[src/epsel_params.svh]
// Notes on behaviour
// - the selection register answers reads and writes at i/o port address 0x1c00.
// - a changed field reroutes the pins on the very next clock cycle.
// - an address select bit of 1 gives the pin to gpio, 0 keeps address.
// - select bits 5..0 drive address pins 20..15 one to one, reset 0.
// - bits 15, 7 and 6 read zero and ignore writes.
// - parallel mode field sits in bits 14..12, resets to mode 0.
// - mode 001 routes 7 spi, 6 gpio, 4 uart and 4 audio port 2.
// - mode 010 routes 8 gpio signals only.
// - mode 011 routes 4 spi and 4 audio port 3 signals.
// - mode 100 routes 4 audio port 2 and 4 uart signals.
// - mode 101 routes 4 spi and 4 uart signals.
// - mode 110 routes 7 spi, audio ports 2 and 3, 6 gpio.
// - serial port 1 mode in bits 11..10, port 0 in 9..8, reset 00.
// - port 0: 00 card 0, 01 audio 0 plus 2 gpio, 10 six gpio.
// - port 1: 01 audio 1 plus 2 gpio, 10 gpio 11..6, 11 reserved.
`ifndef EPSEL_PARAMS_SVH
`define EPSEL_PARAMS_SVH
`define EPSEL_REG_ADDR 16'h1c00
`define EPSEL_REG_RESET 16'h0000
`define EPSEL_WRITE_MASK 16'h7f3f
`define EPSEL_PP_MSB 14
`define EPSEL_PP_LSB 12
`define EPSEL_SP1_MSB 11
`define EPSEL_SP1_LSB 10
`define EPSEL_SP0_MSB 9
`define EPSEL_SP0_LSB 8
`define EPSEL_ADDR_SEL_MSB 5
`define EPSEL_ADDR_SEL_LSB 0
`define EPSEL_PP_PINS 21
`define EPSEL_SP_PINS 6
`define EPSEL_ADDR_PINS 6
`define EPSEL_SP0_GP_LSB 0
`define EPSEL_SP1_GP_LSB 6
`define EPSEL_ADDR_GP_LSB 21
`endif

[src/epsel_pkg.sv]
package epsel_pkg;
  typedef enum logic [2:0] {
    EPSEL_PP_MODE0 = 3'b000,
    EPSEL_PP_MODE1 = 3'b001,
    EPSEL_PP_MODE2 = 3'b010,
    EPSEL_PP_MODE3 = 3'b011,
    EPSEL_PP_MODE4 = 3'b100,
    EPSEL_PP_MODE5 = 3'b101,
    EPSEL_PP_MODE6 = 3'b110,
    EPSEL_PP_RSVD = 3'b111
  } epsel_pp_mode_e;
  typedef enum logic [1:0] {
    EPSEL_SP_MODE0 = 2'b00,
    EPSEL_SP_MODE1 = 2'b01,
    EPSEL_SP_MODE2 = 2'b10,
    EPSEL_SP_RSVD = 2'b11
  } epsel_sp_mode_e;
endpackage : epsel_pkg

[src/epsel_sync2.sv]
`timescale 1ns/1ps
module epsel_sync2 #(
  parameter int WIDTH = 1
) (
  input wire logic mclk,
  input wire logic rst,
  input wire logic [WIDTH-1:0] async_in,
  output logic [WIDTH-1:0] sync_out
);
  logic [WIDTH-1:0] stage1_reg;
  logic [WIDTH-1:0] stage2_reg;
  // first stage feeds only the second one
  always_ff @(posedge mclk) begin
    if (rst) begin
      stage1_reg <= '0;
      stage2_reg <= '0;
    end else begin
      stage1_reg <= async_in;
      stage2_reg <= stage1_reg;
    end
  end
  assign sync_out = stage2_reg;
endmodule : epsel_sync2

[src/epsel_pin_select.sv]
`timescale 1ns/1ps
`include "epsel_params.svh"
module epsel_pin_select import epsel_pkg::*; (
  input wire logic mclk,
  input wire logic rst,
  input wire logic [15:0] io_addr,
  input wire logic io_wr,
  input wire logic io_rd,
  input wire logic [15:0] io_wdata,
  output logic [15:0] io_rdata,
  input wire logic [6:0] spi_out,
  input wire logic [6:0] spi_oe,
  output logic [6:0] spi_in,
  input wire logic [3:0] uart_out,
  input wire logic [3:0] uart_oe,
  output logic [3:0] uart_in,
  input wire logic [3:0] i2s0_out,
  input wire logic [3:0] i2s0_oe,
  output logic [3:0] i2s0_in,
  input wire logic [3:0] i2s1_out,
  input wire logic [3:0] i2s1_oe,
  output logic [3:0] i2s1_in,
  input wire logic [3:0] i2s2_out,
  input wire logic [3:0] i2s2_oe,
  output logic [3:0] i2s2_in,
  input wire logic [3:0] i2s3_out,
  input wire logic [3:0] i2s3_oe,
  output logic [3:0] i2s3_in,
  input wire logic [5:0] mmc0_out,
  input wire logic [5:0] mmc0_oe,
  output logic [5:0] mmc0_in,
  input wire logic [5:0] mmc1_out,
  input wire logic [5:0] mmc1_oe,
  output logic [5:0] mmc1_in,
  input wire logic [31:0] gpio_out,
  input wire logic [31:0] gpio_oe,
  output logic [31:0] gpio_in,
  input wire logic [5:0] emif_addr_out,
  input wire logic [5:0] emif_addr_oe,
  input wire logic [20:0] pp_pin_in,
  output logic [20:0] pp_pin_out,
  output logic [20:0] pp_pin_oe,
  input wire logic [5:0] sp0_pin_in,
  output logic [5:0] sp0_pin_out,
  output logic [5:0] sp0_pin_oe,
  input wire logic [5:0] sp1_pin_in,
  output logic [5:0] sp1_pin_out,
  output logic [5:0] sp1_pin_oe,
  input wire logic [5:0] addr_pin_in,
  output logic [5:0] addr_pin_out,
  output logic [5:0] addr_pin_oe
);
  // register state
  logic [15:0] sel_reg;
  logic [15:0] sel_next;
  logic [15:0] rdata_reg;
  logic [15:0] rdata_next;
  logic hit;
  epsel_pp_mode_e pp_mode;
  epsel_sp_mode_e sp0_mode;
  epsel_sp_mode_e sp1_mode;
  logic [5:0] addr_sel;

  assign hit = (io_addr == `EPSEL_REG_ADDR);
  assign pp_mode = epsel_pp_mode_e'(sel_reg[`EPSEL_PP_MSB:`EPSEL_PP_LSB]);
  assign sp1_mode = epsel_sp_mode_e'(sel_reg[`EPSEL_SP1_MSB:`EPSEL_SP1_LSB]);
  assign sp0_mode = epsel_sp_mode_e'(sel_reg[`EPSEL_SP0_MSB:`EPSEL_SP0_LSB]);
  assign addr_sel = sel_reg[`EPSEL_ADDR_SEL_MSB:`EPSEL_ADDR_SEL_LSB];

  always_comb begin
    sel_next = sel_reg;
    rdata_next = rdata_reg;
    if (io_wr && hit) begin
      sel_next = io_wdata & `EPSEL_WRITE_MASK;
    end
    if (io_rd) begin
      if (hit) begin
        rdata_next = sel_reg;
      end else begin
        rdata_next = 16'h0000;
      end
    end
  end

  always_ff @(posedge mclk) begin
    if (rst) begin
      sel_reg <= `EPSEL_REG_RESET;
      rdata_reg <= 16'h0000;
    end else begin
      sel_reg <= sel_next;
      rdata_reg <= rdata_next;
    end
  end
  assign io_rdata = rdata_reg;

  // pin inputs come from the package and are synchronised before use
  logic [38:0] pins_async;
  logic [38:0] pins_sync;
  logic [20:0] pp_in_s;
  logic [5:0] sp0_in_s;
  logic [5:0] sp1_in_s;
  logic [5:0] addr_in_s;
  assign pins_async = {addr_pin_in, sp1_pin_in, sp0_pin_in, pp_pin_in};
  epsel_sync2 #(.WIDTH(39)) u_pin_sync (
    .mclk(mclk),
    .rst(rst),
    .async_in(pins_async),
    .sync_out(pins_sync)
  );
  assign pp_in_s = pins_sync[20:0];
  assign sp0_in_s = pins_sync[26:21];
  assign sp1_in_s = pins_sync[32:27];
  assign addr_in_s = pins_sync[38:33];

  // parallel port gpio group: gp[20:18] then gp[31:27]
  logic [7:0] ppg_out;
  logic [7:0] ppg_oe;
  assign ppg_out = {gpio_out[31:27], gpio_out[20:18]};
  assign ppg_oe = {gpio_oe[31:27], gpio_oe[20:18]};

  // routing state; registered so every pin follows the field one cycle later
  logic [20:0] pp_out_next;
  logic [20:0] pp_oe_next;
  logic [5:0] sp0_out_next;
  logic [5:0] sp0_oe_next;
  logic [5:0] sp1_out_next;
  logic [5:0] sp1_oe_next;
  logic [5:0] addr_out_next;
  logic [5:0] addr_oe_next;
  logic [6:0] spi_in_next;
  logic [3:0] uart_in_next;
  logic [3:0] i2s0_in_next;
  logic [3:0] i2s1_in_next;
  logic [3:0] i2s2_in_next;
  logic [3:0] i2s3_in_next;
  logic [5:0] mmc0_in_next;
  logic [5:0] mmc1_in_next;
  logic [31:0] gpio_in_next;

  always_comb begin
    logic [7:0] ppg_in;
    ppg_in = 8'h00;
    pp_out_next = 21'h000000;
    pp_oe_next = 21'h000000;
    spi_in_next = 7'h00;
    uart_in_next = 4'h0;
    i2s2_in_next = 4'h0;
    i2s3_in_next = 4'h0;
    // mode 0 and the reserved code leave the parallel pins undriven
    case (pp_mode)
      EPSEL_PP_MODE1: begin
        pp_out_next = {i2s2_out, uart_out, ppg_out[5:0], spi_out};
        pp_oe_next = {i2s2_oe, uart_oe, ppg_oe[5:0], spi_oe};
        spi_in_next = pp_in_s[6:0];
        ppg_in = {2'b00, pp_in_s[12:7]};
        uart_in_next = pp_in_s[16:13];
        i2s2_in_next = pp_in_s[20:17];
      end
      EPSEL_PP_MODE2: begin
        pp_out_next = {13'h0000, ppg_out};
        pp_oe_next = {13'h0000, ppg_oe};
        ppg_in = pp_in_s[7:0];
      end
      EPSEL_PP_MODE3: begin
        pp_out_next = {13'h0000, i2s3_out, spi_out[3:0]};
        pp_oe_next = {13'h0000, i2s3_oe, spi_oe[3:0]};
        spi_in_next = {3'b000, pp_in_s[3:0]};
        i2s3_in_next = pp_in_s[7:4];
      end
      EPSEL_PP_MODE4: begin
        pp_out_next = {13'h0000, uart_out, i2s2_out};
        pp_oe_next = {13'h0000, uart_oe, i2s2_oe};
        i2s2_in_next = pp_in_s[3:0];
        uart_in_next = pp_in_s[7:4];
      end
      EPSEL_PP_MODE5: begin
        pp_out_next = {13'h0000, uart_out, spi_out[3:0]};
        pp_oe_next = {13'h0000, uart_oe, spi_oe[3:0]};
        spi_in_next = {3'b000, pp_in_s[3:0]};
        uart_in_next = pp_in_s[7:4];
      end
      EPSEL_PP_MODE6: begin
        pp_out_next = {ppg_out[5:0], i2s3_out, i2s2_out, spi_out};
        pp_oe_next = {ppg_oe[5:0], i2s3_oe, i2s2_oe, spi_oe};
        spi_in_next = pp_in_s[6:0];
        i2s2_in_next = pp_in_s[10:7];
        i2s3_in_next = pp_in_s[14:11];
        ppg_in = {2'b00, pp_in_s[20:15]};
      end
      default: begin
        pp_out_next = 21'h000000;
        pp_oe_next = 21'h000000;
      end
    endcase

    gpio_in_next = 32'h00000000;
    gpio_in_next[20:18] = ppg_in[2:0];
    gpio_in_next[31:27] = ppg_in[7:3];

    sp0_out_next = 6'h00;
    sp0_oe_next = 6'h00;
    mmc0_in_next = 6'h00;
    i2s0_in_next = 4'h0;
    case (sp0_mode)
      EPSEL_SP_MODE0: begin
        sp0_out_next = mmc0_out;
        sp0_oe_next = mmc0_oe;
        mmc0_in_next = sp0_in_s;
      end
      EPSEL_SP_MODE1: begin
        sp0_out_next = {gpio_out[5:4], i2s0_out};
        sp0_oe_next = {gpio_oe[5:4], i2s0_oe};
        i2s0_in_next = sp0_in_s[3:0];
        gpio_in_next[5:4] = sp0_in_s[5:4];
      end
      EPSEL_SP_MODE2: begin
        sp0_out_next = gpio_out[5:0];
        sp0_oe_next = gpio_oe[5:0];
        gpio_in_next[5:0] = sp0_in_s;
      end
      default: begin
        sp0_oe_next = 6'h00;
      end
    endcase

    sp1_out_next = 6'h00;
    sp1_oe_next = 6'h00;
    mmc1_in_next = 6'h00;
    i2s1_in_next = 4'h0;
    case (sp1_mode)
      EPSEL_SP_MODE0: begin
        sp1_out_next = mmc1_out;
        sp1_oe_next = mmc1_oe;
        mmc1_in_next = sp1_in_s;
      end
      EPSEL_SP_MODE1: begin
        sp1_out_next = {gpio_out[11:10], i2s1_out};
        sp1_oe_next = {gpio_oe[11:10], i2s1_oe};
        i2s1_in_next = sp1_in_s[3:0];
        gpio_in_next[11:10] = sp1_in_s[5:4];
      end
      EPSEL_SP_MODE2: begin
        sp1_out_next = gpio_out[11:6];
        sp1_oe_next = gpio_oe[11:6];
        gpio_in_next[11:6] = sp1_in_s;
      end
      default: begin
        sp1_oe_next = 6'h00;
      end
    endcase

    // each address pin switches on its own select bit
    addr_out_next = (addr_sel & gpio_out[26:21]) | (~addr_sel & emif_addr_out);
    addr_oe_next = (addr_sel & gpio_oe[26:21]) | (~addr_sel & emif_addr_oe);
    gpio_in_next[26:21] = addr_sel & addr_in_s;
  end

  always_ff @(posedge mclk) begin
    if (rst) begin
      pp_pin_out <= 21'h000000;
      pp_pin_oe <= 21'h000000;
      sp0_pin_out <= 6'h00;
      sp0_pin_oe <= 6'h00;
      sp1_pin_out <= 6'h00;
      sp1_pin_oe <= 6'h00;
      addr_pin_out <= 6'h00;
      addr_pin_oe <= 6'h00;
      spi_in <= 7'h00;
      uart_in <= 4'h0;
      i2s0_in <= 4'h0;
      i2s1_in <= 4'h0;
      i2s2_in <= 4'h0;
      i2s3_in <= 4'h0;
      mmc0_in <= 6'h00;
      mmc1_in <= 6'h00;
      gpio_in <= 32'h00000000;
    end else begin
      pp_pin_out <= pp_out_next;
      pp_pin_oe <= pp_oe_next;
      sp0_pin_out <= sp0_out_next;
      sp0_pin_oe <= sp0_oe_next;
      sp1_pin_out <= sp1_out_next;
      sp1_pin_oe <= sp1_oe_next;
      addr_pin_out <= addr_out_next;
      addr_pin_oe <= addr_oe_next;
      spi_in <= spi_in_next;
      uart_in <= uart_in_next;
      i2s0_in <= i2s0_in_next;
      i2s1_in <= i2s1_in_next;
      i2s2_in <= i2s2_in_next;
      i2s3_in <= i2s3_in_next;
      mmc0_in <= mmc0_in_next;
      mmc1_in <= mmc1_in_next;
      gpio_in <= gpio_in_next;
    end
  end

  property p_write_reg;
    @(posedge mclk) disable iff (rst)
      io_wr && io_addr == 16'h1c00 |=> sel_reg == ($past(io_wdata) & 16'h7f3f);
  endproperty
  a_write_reg: assert property (p_write_reg) else $error("register write lost");

  property p_read_reg;
    @(posedge mclk) disable iff (rst)
      io_rd && io_addr == 16'h1c00 && !io_wr |=> io_rdata == $past(sel_reg);
  endproperty
  a_read_reg: assert property (p_read_reg) else $error("read data wrong");

  property p_reserved_zero;
    @(posedge mclk) disable iff (rst)
      io_rd |=> io_rdata[15] == 1'b0 && io_rdata[7:6] == 2'b00;
  endproperty
  a_reserved_zero: assert property (p_reserved_zero) else $error("reserved bit set");

  property p_reset_value;
    @(posedge mclk) rst |=> sel_reg == 16'h0000 && addr_pin_oe == 6'h00;
  endproperty
  a_reset_value: assert property (p_reset_value) else $error("bad reset value");

  property p_addr_route;
    @(posedge mclk) disable iff (rst)
      io_wr && io_addr == 16'h1c00 ##1 1'b1 |=>
        addr_pin_out == ((sel_reg[5:0] & $past(gpio_out[26:21]))
          | (~sel_reg[5:0] & $past(emif_addr_out)));
  endproperty
  a_addr_route: assert property (p_addr_route) else $error("address pin misrouted");

  property p_addr_gpio;
    @(posedge mclk) disable iff (rst)
      sel_reg[5] |=> addr_pin_oe[5] == $past(gpio_oe[26]);
  endproperty
  a_addr_gpio: assert property (p_addr_gpio) else $error("address pin not gpio");

  property p_mode2_gpio;
    @(posedge mclk) disable iff (rst)
      sel_reg[14:12] == 3'b010 |=> pp_pin_out == {13'h0000, $past(ppg_out)};
  endproperty
  a_mode2_gpio: assert property (p_mode2_gpio) else $error("mode 2 routing wrong");

  property p_mode1_spi;
    @(posedge mclk) disable iff (rst)
      sel_reg[14:12] == 3'b001 |=> pp_pin_oe[6:0] == $past(spi_oe)
        && pp_pin_out[20:17] == $past(i2s2_out);
  endproperty
  a_mode1_spi: assert property (p_mode1_spi) else $error("mode 1 routing wrong");

  property p_rsvd_idle;
    @(posedge mclk) disable iff (rst)
      sel_reg[14:12] == 3'b111 |=> pp_pin_oe == 21'h000000;
  endproperty
  a_rsvd_idle: assert property (p_rsvd_idle) else $error("reserved mode drives");

  property p_sp0_card;
    @(posedge mclk) disable iff (rst)
      sel_reg[9:8] == 2'b00 |=> sp0_pin_out == $past(mmc0_out);
  endproperty
  a_sp0_card: assert property (p_sp0_card) else $error("serial port 0 misrouted");
endmodule : epsel_pin_select

[config.mk]
export PLATFORM = sky130hd
export DESIGN_NAME = epsel_pin_select
export DESIGN_NICKNAME = d
export VERILOG_FILES = /design/src/epsel_pkg.sv /design/src/epsel_sync2.sv /design/src/epsel_pin_select.sv
export VERILOG_INCLUDE_DIRS = /design/src /design/src/src
export SDC_FILE = /design/constraint.sdc
export NUM_CORES = 1
export LEC_CHECK = 0
export BUFFER_PORTS_ARGS = -buffer_cell sky130_fd_sc_hd__buf_2
export CAP_MARGIN = 25
export CORE_AREA = 4 4 152 154
export DETAILED_ROUTE_END_ITERATION = 16
export DIE_AREA = 0 0 156 158
export GPL_ROUTABILITY_DRIVEN = 0
export PLACE_DENSITY = 0.76
export SYNTH_ARGS = -nofsm -noshare
export SYNTH_HDL_FRONTEND = slang
export SYNTH_SLANG_ARGS = --single-unit
[constraint.sdc]
create_clock -name mclk -period 4.1 [get_ports mclk]
set_input_delay 0.205 -clock mclk [delete_from_list [all_inputs] [get_ports mclk]]
set_output_delay 0.205 -clock mclk [all_outputs]
set_load 0.01 [all_outputs]
[After elaboration in Yosys (flattened, before gate mapping)]
Cells that the tools add are included.
Widths: inputs -> output; s select.
Storage, ports and cells
  input port bits: 229
  register bits: 256
  output and inout bits: 165
  logic and storage cells: 81
Cells by class
  mux-type cells: 12
  bitwise operators: 16
  eq/ne operators: 11
  reduce and logical (&&, ||, !) cells: 16
Operators with widths (count)
  $pmux 21 s6: 2
  $pmux 6 s3: 4
  $and 6x6->6: 5
  $reduce_or 2->1: 13
  $pmux 8 s3: 1
  $eq 16x13->1 const B: 1
  $pmux 4 s2: 2
  $mux 15: 1
  $pmux 7 s2: 1
  $or 6x6->6: 2
  $pmux 4 s3: 1
  $eq 3x3->1 const B: 3
  $not 1->1: 8
  $eq 3x2->1 const B: 2
  $not 6->6: 1
  $eq 2x1->1 const B: 2
  $eq 2x2->1 const B: 2
  $logic_not 2->1: 2
  $eq 3x1->1 const B: 1
  $logic_and 1x1->1: 1

[Logic depth before layout (Yosys ltp)]
  depth in word-level cells: 4
  mapped depth: 7
  mapped depth without buffers: 4

[Modules after synthesis]
A second synthesis with hierarchy kept.
Unflattened totals
  cells, all modules: 823
  area total of the unflattened synthesis: 8519.4 um^2
By module, submodules not included
  epsel_pin_select: cells an instance 659, times used 1, area each 6414.9 um^2, seq. area each 3383.2 um^2
  epsel_sync2: cells an instance 164, times used 1, area each 2104.5 um^2, seq. area each 1561.5 um^2

[Worst setup path before layout]
OpenSTA, ideal clock, no wires.
  path kind: register to register
  start point: register sel_reg[12]
  end point: register spi_in[4]
  required time: 3985 ps
  setup time: 115 ps
  data arrival time: 1293 ps
  cell stages (with the launch flop): 7
  path buffers: 2
  slack: 2692 ps
  clock period less this slack: 1408 ps
  cell sequence: dfxtp_1 -> and3b_1 -> buf_6 -> or2_1 -> buf_2 -> nor2b_4 -> and2_1
On the way
  longest elaborated chain between the ends: 3
  elaborated cells between the ends (all ways): 7
  classes of those cells: eq/ne: 4; mux: 1; reduce/logical: 2
RTL lines
  start: declaration: RTL line epsel_pin_select.sv:54  | logic [15:0] sel_reg;
  start signal: assignment: RTL line epsel_pin_select.sv:87  | sel_reg <= `EPSEL_REG_RESET;
  start signal: assignment: RTL line epsel_pin_select.sv:90  | sel_reg <= sel_next;
  $eq 3x3->1 (tied with other cells): RTL line epsel_pin_select.sv:150  | case (pp_mode)
  $reduce_or 2->1 (no line)
  $pmux 7 s2 (*): RTL line epsel_pin_select.sv:150
  end signal: assignment: RTL line epsel_pin_select.sv:286  | spi_in <= spi_in_next;
  end: declaration: RTL line epsel_pin_select.sv:13  | output logic [6:0] spi_in,
Mark *: on every way between the ends. The rest lies on a longest branch, timed or not.
A chain may end at the register's enable or synchronous reset.

[Final worst setup path]
  start point: register sel_reg[12]
  end point: register pp_pin_oe[4]
On the way
  longest elaborated chain between the ends: 2
  elaborated cells between the ends (all ways): 7
  classes of those cells: eq/ne: 6; mux: 1
RTL lines
  $eq 3x3->1 (tied with other cells): RTL line epsel_pin_select.sv:150
  $pmux 21 s6 (*): RTL line epsel_pin_select.sv:150
  end signal: assignment: RTL line epsel_pin_select.sv:279  | pp_pin_oe <= pp_oe_next;
  end: declaration: RTL line epsel_pin_select.sv:42  | output logic [20:0] pp_pin_oe,
Marked as above.

==> metrics.md <==
| Metric | Value |
|---|---|
| Crit path from | sel_reg[12] |
| Reg2Reg Depth | 6 |
| GRT overflow | 0 |
| Post-CTS repair timing setup buffer count | 0 |
| CTS root buf | clkbuf_16 |
| Initial core utilization | 39.0% |
| Startpoint type of the worst setup path | flop |
| CP max stage delay | 620 ps |
| Worst hold slack | 55.1 ps |
| Complex-gate fraction of the synthesized area | between 10% and 20% |
| Combinational fraction of design power | ~7.5% |
| Final setup viols | 0 |
| Commonest cells in the netlist | 247 x dfxtp_1, 89 x nor2_1, 88 x nor2b_1 |
| Post-Synth Simple-Gate Area | 20.0% |
| Synthesized cell area | 8470 um2 |
| Synth-to-layout area growth | 53.8% |
| Sink Count | around 250 |
| Post-placement setup slack | about 1900 ps |
| H-tree Lvls | 1 |
| Filler cell count | about 1700 |
| Max Root-Sink Buffers | 3 |
| Worst min path class | in2reg |
| Setup crit end kind | flop |
| # IOs | 394 |
| Part of the cycle the worst path needs | between 60% and 70% |
| Largest family of logic cells by synthesized area | simple AND/OR/NAND/NOR gates |
| Maximum VDD drop | 0.277 mV |
| Leak Pwr | 5.77 nW |
| Status | finished, final reports clean |
| # DRC | 0 |
| Crit path kind | reg2reg |
| Fin crit period | 2830 ps |
| Final slew viol count | 0 |
| Yosys Warn Count | 0 |
| Vias | 8322 |
| WP data required | 4480 ps |
| Post-synth top area cell | dfxtp_1 |
| Ys flop type | dfxtp_1 |
| Largest cells by area after synthesis | dfxtp_1 58%, nor2b_1 6.5%, a22oi_1 4.6% |
| WP data arrival | 3220 ps |
| Via-to-Cell Ratio | 5.06 |
| PD cells | 393 nW/um2 |
| Die Ht | 158 um |
| Die width | 156 um |
| Vias in the first global route | between 8000 and 9000 |
| Relative slew slack | 38.9% |
| Sequential share of the synthesized area | 58.4% |
| Layout cell share with drive strength beyond 1 | between 30% and 40% |
| Top-count cell post-synth | dfxtp_1 |
| Avg Inst Size Synth | 10.3 um2 |
| 1st-pass router iterations | 9 |
| Worst skew pair latency | 510 ps |
| Area share of fa/ha/maj cells after synthesis | 1.18% |
| Flops & latches, synth | 247 |
| RSZ-0062 raised after global routing | false |
| I/O Buffers | 369 |
| Max frequency | 0.353 GHz |
| Gates resized, CTS repair | 0 |
| R2r startpoint | sel_reg[12] |
| TNS Setup | 0 ps |
| Post-synthesis cell type count | 40 |
| Core area | 21700 um2 |
| Worst setup endpoint | pp_pin_oe[4] |
| Row count | 54 |
| Post-synth EDFFs | 0 |
| Critical R2R Capture | pp_pin_oe[4] |
| Initial DRC count | around 560 |
| P_int | 4.02 mW |
| CTS tree | built |
| Worst path cell trace | buf_4 -> and3b_1 -> or2_1 -> a222oi_1 -> dlygate4sd3_1 -> nor2_1 |
| Largest net degree at the start of global routing | 95 |
| Final Hold Fails | 0 |
| First-pass GRT wire length | 44.3 mm |
| Detailed Place HPWL | 18.4 mm |
| Die area | 24600 um2 |
| P_sw | between 1 and 1.5 mW |
| XOR/XNOR share of the synthesized area | 0% |
| Reg-to-reg setup timing slack | 1270 ps |
| Top cell type's share of synthesized area | 58.4% |
| Final nets | 1583 |
| Fin worst setup slack | ~1300 ps |
| Clock share of power | 44.1% |
| Drt wl/cell | 18.0 um |
| Worst-margin pin slew | 916 ps |
| Syn Inst Count | 825 |
| Gr usage total | 22.3% |
| Slowest cell on the critical path | dlygate4sd3_1 |
| Reg clk slew, reported paths | roughly 70 ps |
| Flop pwr share | approximately half |
| CTS Buf Count | 26 |
| Clock Skew | 6.77 ps |
| Post-DRT Antenna Nets | 0 |
| Post-synth ARST share | 0% |
| Max Cap Viol | 0 |
| Final core occ | 60.0% |
| Worst-path maximum fanout | 33 |
| Drt total wl | around 30 mm |
| Mux cell area share after synthesis | 4.02% |
| Initial antenna violation count | 3 |
| Switching share of power | 21.6% |
-- logic make-up after synthesis --
logic type / count (synthesis)
AND/OR/NAND/NOR: 315
buffers and inverters: 72
adder cells (fa/ha/maj): 8
other: 1
multiplexers: 32
AO/OA/AOI/OAI: 150
flip-flops: 247
-- cells in the final DEF, fill, tap and decap left out, drive strengths merged, types with 34 or more instances in the layout --
cell type	Yosys	routed
a21oi	39	39
nor2	89	89
a22oi	52	52
dfxtp	247	247
buf	28	376
dlygate4sd3	0	176
nand3	34	34
clkbuf	39	34
and2	37	37
nor2b	90	90
-- metal layers --
layer	GRT usage, %	up-vias	part of all wire (%)
met2	40.7	537	50
met5	0	-	0.024
met3	6.07	105	9.9
met1	24.4	3826	36
met4	9.21	2	4.2
li1	-	3852	-
-- area by class of cell --
type	instances	area (um2)	share of cell area, %
Clock buffer	34	742	5.70
Tap cell	280	350	2.69
Multi-Input combinational cell	514	3200	24.6
Clock inverter	11	86.3	0.663
Timing Repair Buffer	552	3680	28.2
Sequential cell	247	4940	38.0
Inverter	5	18.8	0.144
Antenna cell	2	5.00	0.0384
-- how the worst min path moves through the flow --
stage / end / slack (ps) / cells past startpoint / startpoint
CTS: pp_pin_out[14] / 20 / 3 / i2s3_out[3]
floorplan: u_pin_sync.stage1_reg[0] / 330 / 1 / pp_pin_in[0]
global placement: gpio_in[22] / 410 / 2 / u_pin_sync.sync_out[34]
global route: pp_pin_out[5] / 30 / 3 / uart_out[1]
detailed placement: gpio_in[24] / 410 / 2 / u_pin_sync.sync_out[36]
finish: pp_pin_oe[1] / 60 / 4 / spi_oe[1]
-- repair_timing --
action,in CTS,in global routing
hold buffers,176,0
hold endpoints to repair,119,0
endpoints found under the setup margin,0,0
-- worst max-delay path, delay by kind of cell, from the launching register on --
kind,cells,cell delay (ps)
AOI/OAI and AO/OA,1,350
and+or+nand+nor,3,1010
DFF,1,360
buffers and inverters,2,980
-- per-stage QoR --
step,total power [mW],instances,cell area (um2)
floorplan,2.63,833,8500
CTS,5.15,1643,13000
detailed placement,2.78,1422,10400
finish,5.12,1645,13000
global placement,2.78,1422,10400
global route,5.29,1645,13000
-- power by group through the flow --
stage                     registers, mW  clock network [mW]  logic, mW
final                              2.48                2.26      0.386
after global routing               2.48                2.40      0.413
after CTS                          2.48                2.30      0.370
after detailed placement           2.53                   0      0.254
after global placement             2.53                   0      0.250
after floorplan                    2.54                   0     0.0928
No activity file was read; power rests on OpenSTA's default activity.
